## src/rcfu_pkg.sv

```systemverilog
// rcfu_pkg: constants, register map and carrier types for the cell routing filter unit.
// assumes one 125 MHz clock domain; all inputs synchronous to it.
package rcfu_pkg;

	// ------------------------------------------------------------
	// sizes and timing
	// ------------------------------------------------------------
	localparam int RCFU_CLK_MHZ = 125;
	localparam int RCFU_RAM_CLK_DIV = 8;
	localparam logic [2:0] RCFU_DIV_LAST = 3'(RCFU_RAM_CLK_DIV - 1);
	localparam int RCFU_STAGE_W = 3;
	localparam int RCFU_RXQ_DEPTH = 4;
	localparam logic [2:0] RCFU_RXQ_FULL = 3'(RCFU_RXQ_DEPTH);

	// ------------------------------------------------------------
	// register offsets (byte addresses)
	// ------------------------------------------------------------
	localparam logic [7:0] RCFU_A_MODE = 8'h00;
	localparam logic [7:0] RCFU_A_FMASK = 8'h04;
	localparam logic [7:0] RCFU_A_IDENT = 8'h08;
	localparam logic [7:0] RCFU_A_STAGE = 8'h0c;
	localparam logic [7:0] RCFU_A_QMAP_LO = 8'h10;
	localparam logic [7:0] RCFU_A_QMAP_HI = 8'h14;
	localparam logic [7:0] RCFU_A_TX0 = 8'h18;
	localparam logic [7:0] RCFU_A_TX1 = 8'h1c;
	localparam logic [7:0] RCFU_A_RXDATA = 8'h20;
	localparam logic [7:0] RCFU_A_STATUS = 8'h24;
	localparam logic [7:0] RCFU_A_TBL_ADDR = 8'h28;
	localparam logic [7:0] RCFU_A_TBL_DATA = 8'h2c;

	// ------------------------------------------------------------
	// mode register fields
	// ------------------------------------------------------------
	localparam int RCFU_M_POS_LSB = 0;
	localparam int RCFU_M_WID_LSB = 5;
	localparam int RCFU_M_SPLIT_N_LSB = 8;
	localparam int RCFU_M_SPLIT_EN = 13;
	localparam int RCFU_M_IGN_MC = 14;
	localparam int RCFU_M_BLOCK = 15;
	localparam int RCFU_M_BUNDLE_LSB = 16;
	localparam int RCFU_M_TSHIFT_LSB = 19;
	localparam logic [31:0] RCFU_MODE_RST = 32'h0000_0080;
	localparam logic [63:0] RCFU_QMAP_RST = 64'hfedc_ba98_7654_3210;

	// status bits
	localparam int RCFU_S_OVF = 3;
	localparam int RCFU_S_BUSY = 4;
	localparam int RCFU_S_TX0 = 5;

	typedef enum logic [1:0] {
		RCFU_ST_IDLE = 2'b01,
		RCFU_ST_TABLE = 2'b10
	} rcfu_phase_e;

	typedef struct packed {
		logic self_route;
		logic [RCFU_STAGE_W-1:0] stage;
		logic [4:0] in_port;
		logic [31:0] tag;
	} rcfu_cell_s;

	typedef struct packed {
		logic valid;
		logic test;
		logic drop;
		logic extract;
		logic [15:0] ports;
		logic [15:0] queues;
	} rcfu_route_s;

	typedef struct packed {
		rcfu_phase_e phase;
		logic [31:0] mode;
		logic [31:0] fmask;
		logic [31:0] ident;
		logic [RCFU_STAGE_W-1:0] stage_no;
		logic [63:0] qmap;
		logic [1:0] tx_pend;
		logic [1:0][3:0] tx_out;
		logic [RCFU_RXQ_DEPTH-1:0][31:0] rxq;
		logic [1:0] rx_rd;
		logic [1:0] rx_wr;
		logic [2:0] rx_cnt;
		logic rx_ovf;
		logic [15:0] lk_addr;
		logic [15:0] tbl_addr;
		logic [15:0] tbl_data;
		logic tbl_wr_pend;
		logic tbl_wr_act;
		logic tbl_armed;
		logic [2:0] clk_div;
		rcfu_route_s route;
		logic [31:0] rdata;
	} rcfu_state_s;

	localparam rcfu_state_s RCFU_STATE_RST = '{
		phase: RCFU_ST_IDLE, mode: RCFU_MODE_RST, qmap: RCFU_QMAP_RST, default: '0};

endpackage : rcfu_pkg

```

## src/rcfu_top.sv

```systemverilog
// rcfu_top: routing decision, input filter, split mode, bundles, test cell
// insertion and extraction, and the external multicast table RAM port.
// assumes cell headers arrive one at a time on a valid/ready port and that
// the RAM answers within one slow RAM clock period.
//
// Behaviour
// - self-route output number from up to four contiguous tag bits at configured position.
// - self-routing cells go to the output decoded from the selected bits.
// - table cells use routing pattern as table address; set bits select outputs.
// - multicast table lives in external RAM with a 16-bit address bus.
// - accept a cell only when masked tag bits equal the identification value.
// - masked-out bits always match; all masked means accept every cell.
// - option to ignore multicast indication and self-route such cells.
// - cell for a bundle member may leave on any output of the bundle.
// - one 16-bundle plus all bits masked acts as plain multiplexer.
// - physical output follows output multiplexer map, possibly several outputs.
// - split mode value n divides inputs into lower and higher groups.
// - inputs below n route by tag bits 0..3, fixed filter on bits 4,5.
// - inputs n..31 use programmable routing bits and maskable filter.
// - two single-cell transmit buffers and a receive queue toward the processor.
// - test cells go to the named output, bypassing bundles and multiplexer map.
// - extract cells whose stage number is non-zero and equals this chip's.
// - filter is checked first; only passing cells are tested for extraction.
// - non-zero stage number cells are never treated as multicast.
// - option blocks all cells except test or communication cells.
// - table RAM clock runs at one eighth of the operating clock.
`timescale 1ns/1ns
module rcfu_top
	import rcfu_pkg::*;
(
	// clock and reset
	input wire logic clk_in,
	input wire logic rst_b_in,
	// register port
	input wire logic [7:0] reg_addr_in,
	input wire logic [31:0] reg_wdata_in,
	input wire logic reg_wr_in,
	input wire logic reg_rd_in,
	output logic [31:0] reg_rdata_out,
	// cell header in
	input wire rcfu_pkg::rcfu_cell_s cell_in,
	input wire logic cell_valid_in,
	output logic cell_ready_out,
	// routing decision out
	output rcfu_pkg::rcfu_route_s route_out,
	// multicast table ram
	output logic table_ram_clock_out,
	output logic [15:0] table_ram_addr_out,
	output logic table_ram_oe_b_out,
	output logic table_ram_we_b_out,
	input wire logic [15:0] table_ram_data_in,
	output logic [15:0] table_ram_data_out,
	output logic table_ram_data_oe_out
);
	import rcfu_pkg::*;

	// ------------------------------------------------------------
	// reset release
	// ------------------------------------------------------------
	logic [1:0] rst_pipe_r;
	logic rst_b;

	always_ff @(posedge clk_in or negedge rst_b_in) begin
		if (!rst_b_in) begin
			rst_pipe_r <= 2'h0;
		end else begin
			rst_pipe_r <= {rst_pipe_r[0], 1'b1};
		end
	end
	assign rst_b = rst_pipe_r[1];

	rcfu_state_s s_r;
	rcfu_state_s s_nxt;

	// ------------------------------------------------------------
	// header decode
	// ------------------------------------------------------------
	logic [4:0] route_pos;
	logic [2:0] route_wid;
	logic [4:0] split_n;
	logic [2:0] bundle_code;
	logic [4:0] tbl_shift;
	logic split_low;
	logic filt_ok;
	logic stage_hit;
	logic is_table;
	logic [31:0] tag_sh;
	logic [31:0] tag_tsh;
	logic [3:0] wid_mask;
	logic [3:0] self_num;
	logic [15:0] bundle_q;
	logic [15:0] qsel;
	logic [15:0] phys;
	logic take;
	logic tx_any;

	assign route_pos = s_r.mode[RCFU_M_POS_LSB +: 5];
	assign route_wid = s_r.mode[RCFU_M_WID_LSB +: 3];
	assign split_n = s_r.mode[RCFU_M_SPLIT_N_LSB +: 5];
	assign bundle_code = s_r.mode[RCFU_M_BUNDLE_LSB +: 3];
	assign tbl_shift = s_r.mode[RCFU_M_TSHIFT_LSB +: 5];

	assign split_low = s_r.mode[RCFU_M_SPLIT_EN] && (cell_in.in_port < split_n);

	// split lower group has its own fixed two-bit field, no mask
	assign filt_ok = split_low ? (cell_in.tag[5:4] == s_r.ident[5:4])
		: (((cell_in.tag ^ s_r.ident) & s_r.fmask) == 32'h0);

	assign stage_hit = (cell_in.stage != '0) && (cell_in.stage == s_r.stage_no);

	// a non-zero stage number never goes to the table
	assign is_table = !cell_in.self_route && (cell_in.stage == '0)
		&& !s_r.mode[RCFU_M_IGN_MC] && !split_low;

	assign tag_sh = cell_in.tag >> route_pos;
	assign tag_tsh = cell_in.tag >> tbl_shift;

	always_comb begin
		unique case (route_wid)
			3'h0: wid_mask = 4'h0;
			3'h1: wid_mask = 4'h1;
			3'h2: wid_mask = 4'h3;
			3'h3: wid_mask = 4'h7;
			default: wid_mask = 4'hf;
		endcase
	end

	assign self_num = split_low ? cell_in.tag[3:0] : (tag_sh[3:0] & wid_mask);

	// whole bundle is offered; the queue stage picks the member
	always_comb begin
		unique case (bundle_code)
			3'h0: bundle_q = 16'h0001 << self_num;
			3'h1: bundle_q = 16'h0003 << {self_num[3:1], 1'b0};
			3'h2: bundle_q = 16'h000f << {self_num[3:2], 2'b00};
			3'h3: bundle_q = 16'h00ff << {self_num[3], 3'b000};
			default: bundle_q = 16'hffff;
		endcase
	end

	assign qsel = (s_r.phase == RCFU_ST_TABLE) ? table_ram_data_in : bundle_q;

	// ------------------------------------------------------------
	// output multiplexer map
	// ------------------------------------------------------------
	for (genvar p = 0; p < 16; p++) begin : g_out_map
		assign phys[p] = qsel[s_r.qmap[p*4 +: 4]];
	end

	assign tx_any = |s_r.tx_pend;
	// injections, table writes and lookups all own the decision path
	assign cell_ready_out = (s_r.phase == RCFU_ST_IDLE) && !tx_any
		&& !s_r.tbl_wr_pend && !s_r.tbl_wr_act;
	assign take = cell_valid_in && cell_ready_out;

	// ------------------------------------------------------------
	// next state
	// ------------------------------------------------------------
	always_comb begin
		logic push;
		logic pop;
		logic [1:0] txi;
		push = 1'b0;
		pop = 1'b0;
		txi = 2'h0;
		s_nxt = s_r;
		s_nxt.route = '0;
		s_nxt.clk_div = s_r.clk_div + 3'h1;

		// register writes
		if (reg_wr_in) begin
			unique case (reg_addr_in)
				RCFU_A_MODE: s_nxt.mode = reg_wdata_in;
				RCFU_A_FMASK: s_nxt.fmask = reg_wdata_in;
				RCFU_A_IDENT: s_nxt.ident = reg_wdata_in;
				RCFU_A_STAGE: s_nxt.stage_no = reg_wdata_in[RCFU_STAGE_W-1:0];
				RCFU_A_QMAP_LO: s_nxt.qmap[31:0] = reg_wdata_in;
				RCFU_A_QMAP_HI: s_nxt.qmap[63:32] = reg_wdata_in;
				RCFU_A_TX0, RCFU_A_TX1: begin
					txi = {1'b0, reg_addr_in[2]};
					// a loaded buffer ignores new writes until sent
					if (!s_r.tx_pend[txi[0]]) begin
						s_nxt.tx_pend[txi[0]] = 1'b1;
						s_nxt.tx_out[txi[0]] = reg_wdata_in[3:0];
					end
				end
				RCFU_A_STATUS: begin
					if (reg_wdata_in[RCFU_S_OVF]) begin
						s_nxt.rx_ovf = 1'b0;
					end
				end
				RCFU_A_TBL_ADDR: s_nxt.tbl_addr = reg_wdata_in[15:0];
				RCFU_A_TBL_DATA: begin
					s_nxt.tbl_data = reg_wdata_in[15:0];
					s_nxt.tbl_wr_pend = 1'b1;
				end
				default: ;
			endcase
		end

		// register reads, data one cycle later
		if (reg_rd_in) begin
			s_nxt.rdata = 32'h0;
			unique case (reg_addr_in)
				RCFU_A_MODE: s_nxt.rdata = s_r.mode;
				RCFU_A_FMASK: s_nxt.rdata = s_r.fmask;
				RCFU_A_IDENT: s_nxt.rdata = s_r.ident;
				RCFU_A_STAGE: s_nxt.rdata = 32'(s_r.stage_no);
				RCFU_A_QMAP_LO: s_nxt.rdata = s_r.qmap[31:0];
				RCFU_A_QMAP_HI: s_nxt.rdata = s_r.qmap[63:32];
				RCFU_A_TX0: s_nxt.rdata = {s_r.tx_pend[0], 27'h0, s_r.tx_out[0]};
				RCFU_A_TX1: s_nxt.rdata = {s_r.tx_pend[1], 27'h0, s_r.tx_out[1]};
				RCFU_A_RXDATA: begin
					if (s_r.rx_cnt != 3'h0) begin
						s_nxt.rdata = s_r.rxq[s_r.rx_rd];
						pop = 1'b1;
					end
				end
				RCFU_A_STATUS: s_nxt.rdata = {25'h0, s_r.tx_pend,
					s_r.phase == RCFU_ST_TABLE, s_r.rx_ovf, s_r.rx_cnt};
				RCFU_A_TBL_ADDR: s_nxt.rdata = {16'h0, s_r.tbl_addr};
				RCFU_A_TBL_DATA: s_nxt.rdata = {16'h0, s_r.tbl_data};
				default: s_nxt.rdata = 32'h0;
			endcase
		end

		// decision path
		unique case (s_r.phase)
			RCFU_ST_IDLE: begin
				if (tx_any) begin
					// test cells skip bundles and the output map
					txi = s_r.tx_pend[0] ? 2'h0 : 2'h1;
					s_nxt.route.valid = 1'b1;
					s_nxt.route.test = 1'b1;
					s_nxt.route.ports = 16'h0001 << s_r.tx_out[txi[0]];
					s_nxt.tx_pend[txi[0]] = 1'b0;
				end else if (take) begin
					s_nxt.route.valid = 1'b1;
					if (!filt_ok) begin
						s_nxt.route.drop = 1'b1;
					end else if (stage_hit) begin
						s_nxt.route.extract = 1'b1;
						push = 1'b1;
					end else if (s_r.mode[RCFU_M_BLOCK] && cell_in.stage == '0) begin
						s_nxt.route.drop = 1'b1;
					end else if (is_table) begin
						s_nxt.route.valid = 1'b0;
						s_nxt.lk_addr = tag_tsh[15:0];
						s_nxt.tbl_armed = 1'b0;
						s_nxt.phase = RCFU_ST_TABLE;
					end else begin
						s_nxt.route.ports = phys;
						s_nxt.route.queues = bundle_q;
					end
				end else if (s_r.tbl_wr_pend && !s_r.tbl_wr_act
					&& s_r.clk_div == RCFU_DIV_LAST) begin
					// a new data write in this same cycle stays pending for the next slot
					s_nxt.tbl_wr_pend = reg_wr_in && reg_addr_in == RCFU_A_TBL_DATA;
					s_nxt.tbl_wr_act = 1'b1;
				end
			end
			RCFU_ST_TABLE: begin
				// wait for a full slow clock period before sampling
				if (s_r.clk_div == RCFU_DIV_LAST) begin
					if (!s_r.tbl_armed) begin
						s_nxt.tbl_armed = 1'b1;
					end else begin
						s_nxt.tbl_armed = 1'b0;
						s_nxt.route.valid = 1'b1;
						s_nxt.route.ports = phys;
						s_nxt.route.queues = table_ram_data_in;
						s_nxt.phase = RCFU_ST_IDLE;
					end
				end
			end
			default: s_nxt.phase = RCFU_ST_IDLE;
		endcase

		// a table write covers exactly one slow clock period
		if (s_r.tbl_wr_act && s_r.clk_div == RCFU_DIV_LAST) begin
			s_nxt.tbl_wr_act = 1'b0;
		end

		// receive queue; overflow set wins over the software clear
		if (push) begin
			if (s_r.rx_cnt == RCFU_RXQ_FULL && !pop) begin
				s_nxt.rx_ovf = 1'b1;
				push = 1'b0;
			end else begin
				s_nxt.rxq[s_r.rx_wr] = cell_in.tag;
				s_nxt.rx_wr = s_r.rx_wr + 2'h1;
			end
		end
		if (pop) begin
			s_nxt.rx_rd = s_r.rx_rd + 2'h1;
		end
		s_nxt.rx_cnt = s_r.rx_cnt + {2'h0, push} - {2'h0, pop};
	end

	always_ff @(posedge clk_in or negedge rst_b) begin
		if (!rst_b) begin
			s_r <= RCFU_STATE_RST;
		end else begin
			s_r <= s_nxt;
		end
	end

	// ------------------------------------------------------------
	// outputs
	// ------------------------------------------------------------
	assign reg_rdata_out = s_r.rdata;
	assign route_out = s_r.route;
	assign table_ram_clock_out = s_r.clk_div[2];
	assign table_ram_addr_out = s_r.tbl_wr_act ? s_r.tbl_addr : s_r.lk_addr;
	assign table_ram_oe_b_out = !(s_r.phase == RCFU_ST_TABLE);
	assign table_ram_we_b_out = !s_r.tbl_wr_act;
	assign table_ram_data_out = s_r.tbl_data;
	assign table_ram_data_oe_out = s_r.tbl_wr_act;

endmodule : rcfu_top

```

## config.mk

```make
export PLATFORM = sky130hd
export DESIGN_NAME = rcfu_top
export DESIGN_NICKNAME = d
export VERILOG_FILES = /design/src/rcfu_pkg.sv /design/src/rcfu_top.sv
export SDC_FILE = /design/constraint.sdc
export NUM_CORES = 1
export LEC_CHECK = 0
export BUFFER_PORTS_ARGS = -buffer_cell sky130_fd_sc_hd__clkbuf_2
export CAP_MARGIN = 5
export CORE_UTILIZATION = 50
export DETAILED_ROUTE_END_ITERATION = 8
export GPL_ROUTABILITY_DRIVEN = 1
export GPL_TIMING_DRIVEN = 0
export PLACE_DENSITY_LB_ADDON = 0.25
export SETUP_SLACK_MARGIN = 0.4
export SLEW_MARGIN = 20
export SYNTH_ARGS = -nofsm -noshare
export SYNTH_HDL_FRONTEND = slang
export SYNTH_SLANG_ARGS = --single-unit
```

## constraint.sdc

```tcl
create_clock -name clk_in -period 15.73 [get_ports clk_in]
set_input_delay 2.3595 -clock clk_in [delete_from_list [all_inputs] [get_ports clk_in]]
set_output_delay 2.3595 -clock clk_in [all_outputs]
set_load 0.03 [all_outputs]
```

* Word level (Yosys, flattened, before mapping)
Index checks and enable logic that the tools add are counted.
** Storage, ports and cells
- Register bits :: 435
- Input bits :: 102
- Output and inout port bits :: 105
- Word-level logic and storage cells :: 291
** Operators by class
- Add/sub/neg operators :: 5
- $lt $le $gt $ge :: 24
- Equality and inequality tests :: 33
- Shift operators :: 7
- Mux-type cells :: 126
- Bitwise gates (word level) :: 11
- Reductions and logical operators :: 52
** Operator list (count)
- 32-bit one-hot mux with 12 select lines :: 1
- 32-bit 2-to-1 mux :: 8
- 128-bit bitwise mux :: 1
- 4-bit by 5-bit less-than comparator with 1-bit output, second input constant :: 16
- 1-bit binary-select mux with 4-bit select :: 16
- 32-bit binary-select mux with 2-bit select :: 1
- 32-bit demux with 2-bit select :: 1
- 16-bit 2-to-1 mux :: 4
- 16-bit one-hot mux with 4 select lines :: 1
- 32-bit one-hot mux with 2 select lines :: 1
- 1-bit 2-to-1 mux :: 59
- 34-bit 2-to-1 mux :: 1
- 33-bit 2-to-1 mux :: 1
- 32-bit bitwise AND :: 1
- 8-bit by 5-bit equality test with 1-bit output, second input constant :: 4
- 8-bit by 6-bit equality test with 1-bit output, second input constant :: 4
- 32-bit zero test :: 1
- 1-bit by 4-bit << shifter with 16-bit output, first input constant :: 2
- 32-bit by 5-bit >> shifter with 16-bit output :: 1
- 32-bit by 5-bit >> shifter with 4-bit output :: 1
- 32-bit bitwise XOR :: 1
- 10-bit 2-to-1 mux :: 3
- 2-bit 2-to-1 mux :: 14
- 1-bit logical AND :: 18
- 47 further kinds :: 97

* Longest topological paths before layout
- Word-level depth :: 16
- Depth in mapped cells :: 16

* Least setup slack after synthesis
OpenSTA, ideal clock, no wires.
- Kind :: input-to-reg
- Start :: input port cell_in[15] in the netlist's numbering
- End :: register s_r (netlist bit route_out[24])
- Arrival time :: 5224 ps
- Setup slack :: 10394 ps
- Stages on the path :: 13
- Cell sequence :: buf_2 -> mux4_2 -> and2_1 -> o211ai_2 -> a41oi_1 -> o32a_2 -> o31ai_1 -> a311o_2 -> nand2_1 -> buf_2 -> o32ai_1 -> a221oi_1 -> a2111oi_2
** RTL lines
- start: declaration :: RTL line rcfu_top.sv:41 : input wire rcfu_pkg::rcfu_cell_s cell_in,
- end signal: assignment :: RTL line rcfu_top.sv:304 : s_r <= s_nxt;
- end: declaration :: RTL line rcfu_top.sv:72 : rcfu_state_s s_r;

==> summary.md <==
| Metric | Value |
|---|---|
| Status | `completed` |
| I/O pin count | `~210` |
| Cell with the largest stage delay on the worst path | `o41ai_2` |
| Count of maximum capacitance violations | `0` |
| Prevailing post-synth register cell | `dfrtp_1` |
| Worst min path class | `flip-flop to asynchronous set/reset pin` |
| FILL cells | `4,541` |
| Y dimension of the die | `around 230 um` |
| Routed vias | `23,600` |
| Routed via count divided by cell count | `6.76` |
| Cell area reported after detailed placement | `between 20,000 and 30,000 um2` |
| Sequential Power Share | `0.409` |
| Power share of the combinational group | `0.229` |
| Worst Setup Path Type | `primary input to flip-flop` |
| Effective utilization at floorplan | `0.506` |
| Largest cells by area after synthesis | `dfrtp_1 (38%), mux2_2 (15%), mux4_2 (4.1%), mux2i_1 (3.5%), dfstp_2 (3.4%)` |
| CP cell instances | `clkbuf_2, clkbuf_1, mux2_1, o22ai_1, nor4_1, o41ai_2, nand2b_1, a21oi_1, o31ai_1, nand2_1, clkbuf_1, o41ai_1, o41ai_1, a211oi_1` |
| Setup bufs post-CTS | `0` |
| Crit start category | `primary input` |
| Net count after synthesis | `2,639` |
| Most common library cell in the layout ignoring fill and taps | `dfrtp_1` |
| Endpoint kind of the worst setup timing path | `flip-flop` |
| Iter 0 DRT Violations | `2,983` |
| Placement Setup Slack | `8010 ps` |
| Proportion of netlist area held by the largest area contributor | `0.377` |
| Share of post-route cells with drive strength above 1 | `0.313` |
| Global placer's final weighted congestion | `1.02` |
| Number of antenna violations at the first check in global routing | `5` |
| Design area | `around 30,000 um2` |
| Residual overflow from global routing | `0` |
| Vias in the first global route | `between 20,000 and 25,000` |
| Slowest stage delay, CP | `900 ps` |
| Setup Total Neg Slack | `0 ps` |
| Worst setup path endpoint | `route_out[29]` |
| Power per standard cell area | `104 nW/um2` |
| CTS tree | `done` |
| Maximum clock frequency | `136 MHz` |
| Port Buffer Count | `between 150 and 200` |
| Gate Count Post-Synth | `2,523` |
| Setup slack, reg-to-reg | `9560 ps` |
| Final critical-path share of the clock period | `0.466` |
| Synthesized area | `26,700 um2` |
| Maximum resistive drop on vdd | `0.0000936 V` |
| Layout-stage area growth over the synthesis result | `13.5%` |
| Total buffers and inverters traversed by the critical path | `3` |
| Proportion of total power due to net switching | `0.333` |
| Share of async-settable or async-resettable flops after synthesis | `1.00` |
| Final core utilization | `0.575` |
| Root Buffer Master | `clkbuf_16` |
| Quantity of gates resized following cts | `0` |
| Largest net degree at the start of global routing | `62` |
| R2r endpoint | `route_out[29]` |
| Setup Skew | `31.9 ps` |
| Routed len/inst | `32.3 um` |
| Critical path launch point | `cell_in[2]` |
| Total leakage power | `13.3 nW` |
| Std cell rows | `84` |
| Chip Width | `233 um` |
| Unique cell type count in the Yosys netlist | `104` |
| First-pass GRT wire length | `roughly 160,000 um` |
| Sum of routed wire length over all layers | `113,000 um` |
| Inserted Diodes | `0` |
| Data required time at the worst endpoint | `16,180 ps` |
| Post-synthesis sequential area ratio | `0.410` |
| Yosys warning count | `0` |
| Internal power | `between 0.002 and 0.0025 W` |
| Number of flops mapped to enable cells by yosys | `0` |
| Most frequent cells in the layout | `dfrtp_1 (400), mux2_2 (362), clkbuf_2 (185), clkbuf_1 (173), nand2_1 (164)` |
| Setup repair after global routing missed its margin | `no` |
| Depth of the critical timing path with buffers and inverters included | `14` |
| Slew HR | `0.204` |
| Maximum fanout along the worst path | `10` |
| DP HPWL | `85,800 um` |
| Number of nets in the layout | `approximately 2,900` |
| Power share of the clock group | `0.361` |
| Clock transition at the registers of the reported paths | `60 ps` |
| Transition at the pin with the smallest max-transition slack | `1190 ps` |
| Sinks on Clock Net | `roughly 440` |
| Final slew viol count | `0` |
| Most area-hungry cell type in the Yosys netlist | `dfrtp_1` |
| Post-route ant nets | `0` |
| Clock latency on the worst-skew pair | `630 ps` |
| Number of hold violations in the final report | `0` |
| Startpoint of the lowest-slack register-to-register path | `route_pos[3]` |
| Depth of the worst register-to-register path | `14` |
| Final worst slack | `around 8400 ps` |
| Arrival @ worst endpoint | `7780 ps` |
| Switching power total | `between 0.001 and 0.0015 W` |
| Total DRC errors in the routed layout | `0` |
| CTS Hold Buffers Added | `0` |
| Clock Path Buffers | `3` |
| # setup viols final | `0` |
| DRT Pass-1 Iters | `9` |
| Cell family contributing the most delay on the critical path | `compound AO/OA/AOI/OAI gates` |
| Placeable Area | `~53,000 um2` |
| Fin crit period | `7330 ps` |
| Average footprint of a synthesized cell | `10.6 um2` |
| Floorplan die area | `54,200 um2` |
| All-layer global routing usage | `0.415` |
| Number of buffers created by CTS | `48` |
| Number of storage elements in the synthesis netlist | `435` |
| # H-tree levels | `2` |
routing by layer:
metal  global-route usage  wire length, um  up-vias
met3               0.0917            10200      384
met4                0.230             7220        2
met5                    0               11        -
met1                0.529            43800    12000
met2                0.655            51500     1417
li1                     -                -     9846
metrics by stage:
step	cells	hold slack, ps	total power [W]
3_5_place_dp	3402	285	0.00202
4_1_cts	3491	292	0.00315
5_1_grt	3491	323	0.00326
3_3_place_gp	3393	341	0.00200
2_1_floorplan	2523	331	0.00174
6_report	3491	281	0.00316
power by group through the flow:
stage          logic, W  clock network, W  registers (W)
2_1_floorplan  0.000451                 0        0.00129
3_3_place_gp   0.000674                 0        0.00132
3_5_place_dp   0.000709                 0        0.00131
4_1_cts        0.000712           0.00115        0.00129
5_1_grt        0.000765           0.00119        0.00130
6_report       0.000725           0.00114        0.00129
Yosys cell counts (19+ instances only):
master / count
dfrtp_1: 401
mux2_2: 362
nand2_1: 164
clkbuf_1: 158
nor2_1: 141
mux2i_1: 94
o21ai_0: 94
inv_1: 87
buf_4: 86
a21oi_1: 73
a22oi_1: 64
a222oi_1: 58
mux4_2: 49
nand3_1: 39
a211oi_1: 38
buf_1: 34
dfstp_2: 34
xor2_1: 34
buf_2: 27
o22ai_1: 25
and3_1: 21
nand2b_1: 21
nand4_1: 21
o211ai_1: 20
a21o_1: 19
flip-flops by register name, indices dropped and copies added, names as in the netlist:
| register | count |
|---|---|
| s_r | 336 |
| reg_rdata_out | 32 |
| route_wid | 3 |
| table_ram_data_out | 16 |
| bundle_code | 3 |
| rst_pipe_r | 2 |
| route_pos | 5 |
| table_ram_clock_out | 1 |
| route_out | 36 |
| table_ram_data_oe_out | 1 |
final cells by class:
cell class / count / area [um2] / area share
clock inverters: 19 / 223 / 0.00736
multi-input cells: 1686 / 13800 / 0.457
flip-flops and latches: 435 / 10900 / 0.361
clock buffers: 70 / 1350 / 0.0447
inverters: 91 / 342 / 0.0113
plain buffers: 311 / 1590 / 0.0524
repair buffers: 191 / 1130 / 0.0375
well taps: 688 / 861 / 0.0284
worst min path at each step:
| stage | to | cells after the start |
|---|---|---|
| final | s_r[218] | 0 |
| after global routing | s_r[218] | 0 |
| after CTS | s_r[218] | 0 |
| after detailed placement | s_r[247] | 0 |
| after global placement | rst_pipe_r[1] | 0 |
| after floorplan | rst_pipe_r[1] | 0 |
kinds of logic after synthesis:
family | count (synthesis) | synth area share
multiplexers | 518 | 0.235
other | 1 | 0.000141
AND/OR/NAND/NOR | 517 | 0.0933
XOR/XNOR | 39 | 0.0128
adder cells (fa/ha/maj) | 14 | 0.00685
buffers and inverters | 402 | 0.0722
flip-flops | 435 | 0.410
AO/OA/AOI/OAI | 597 | 0.169
Note: power is estimated with default switching activity, not from simulation.
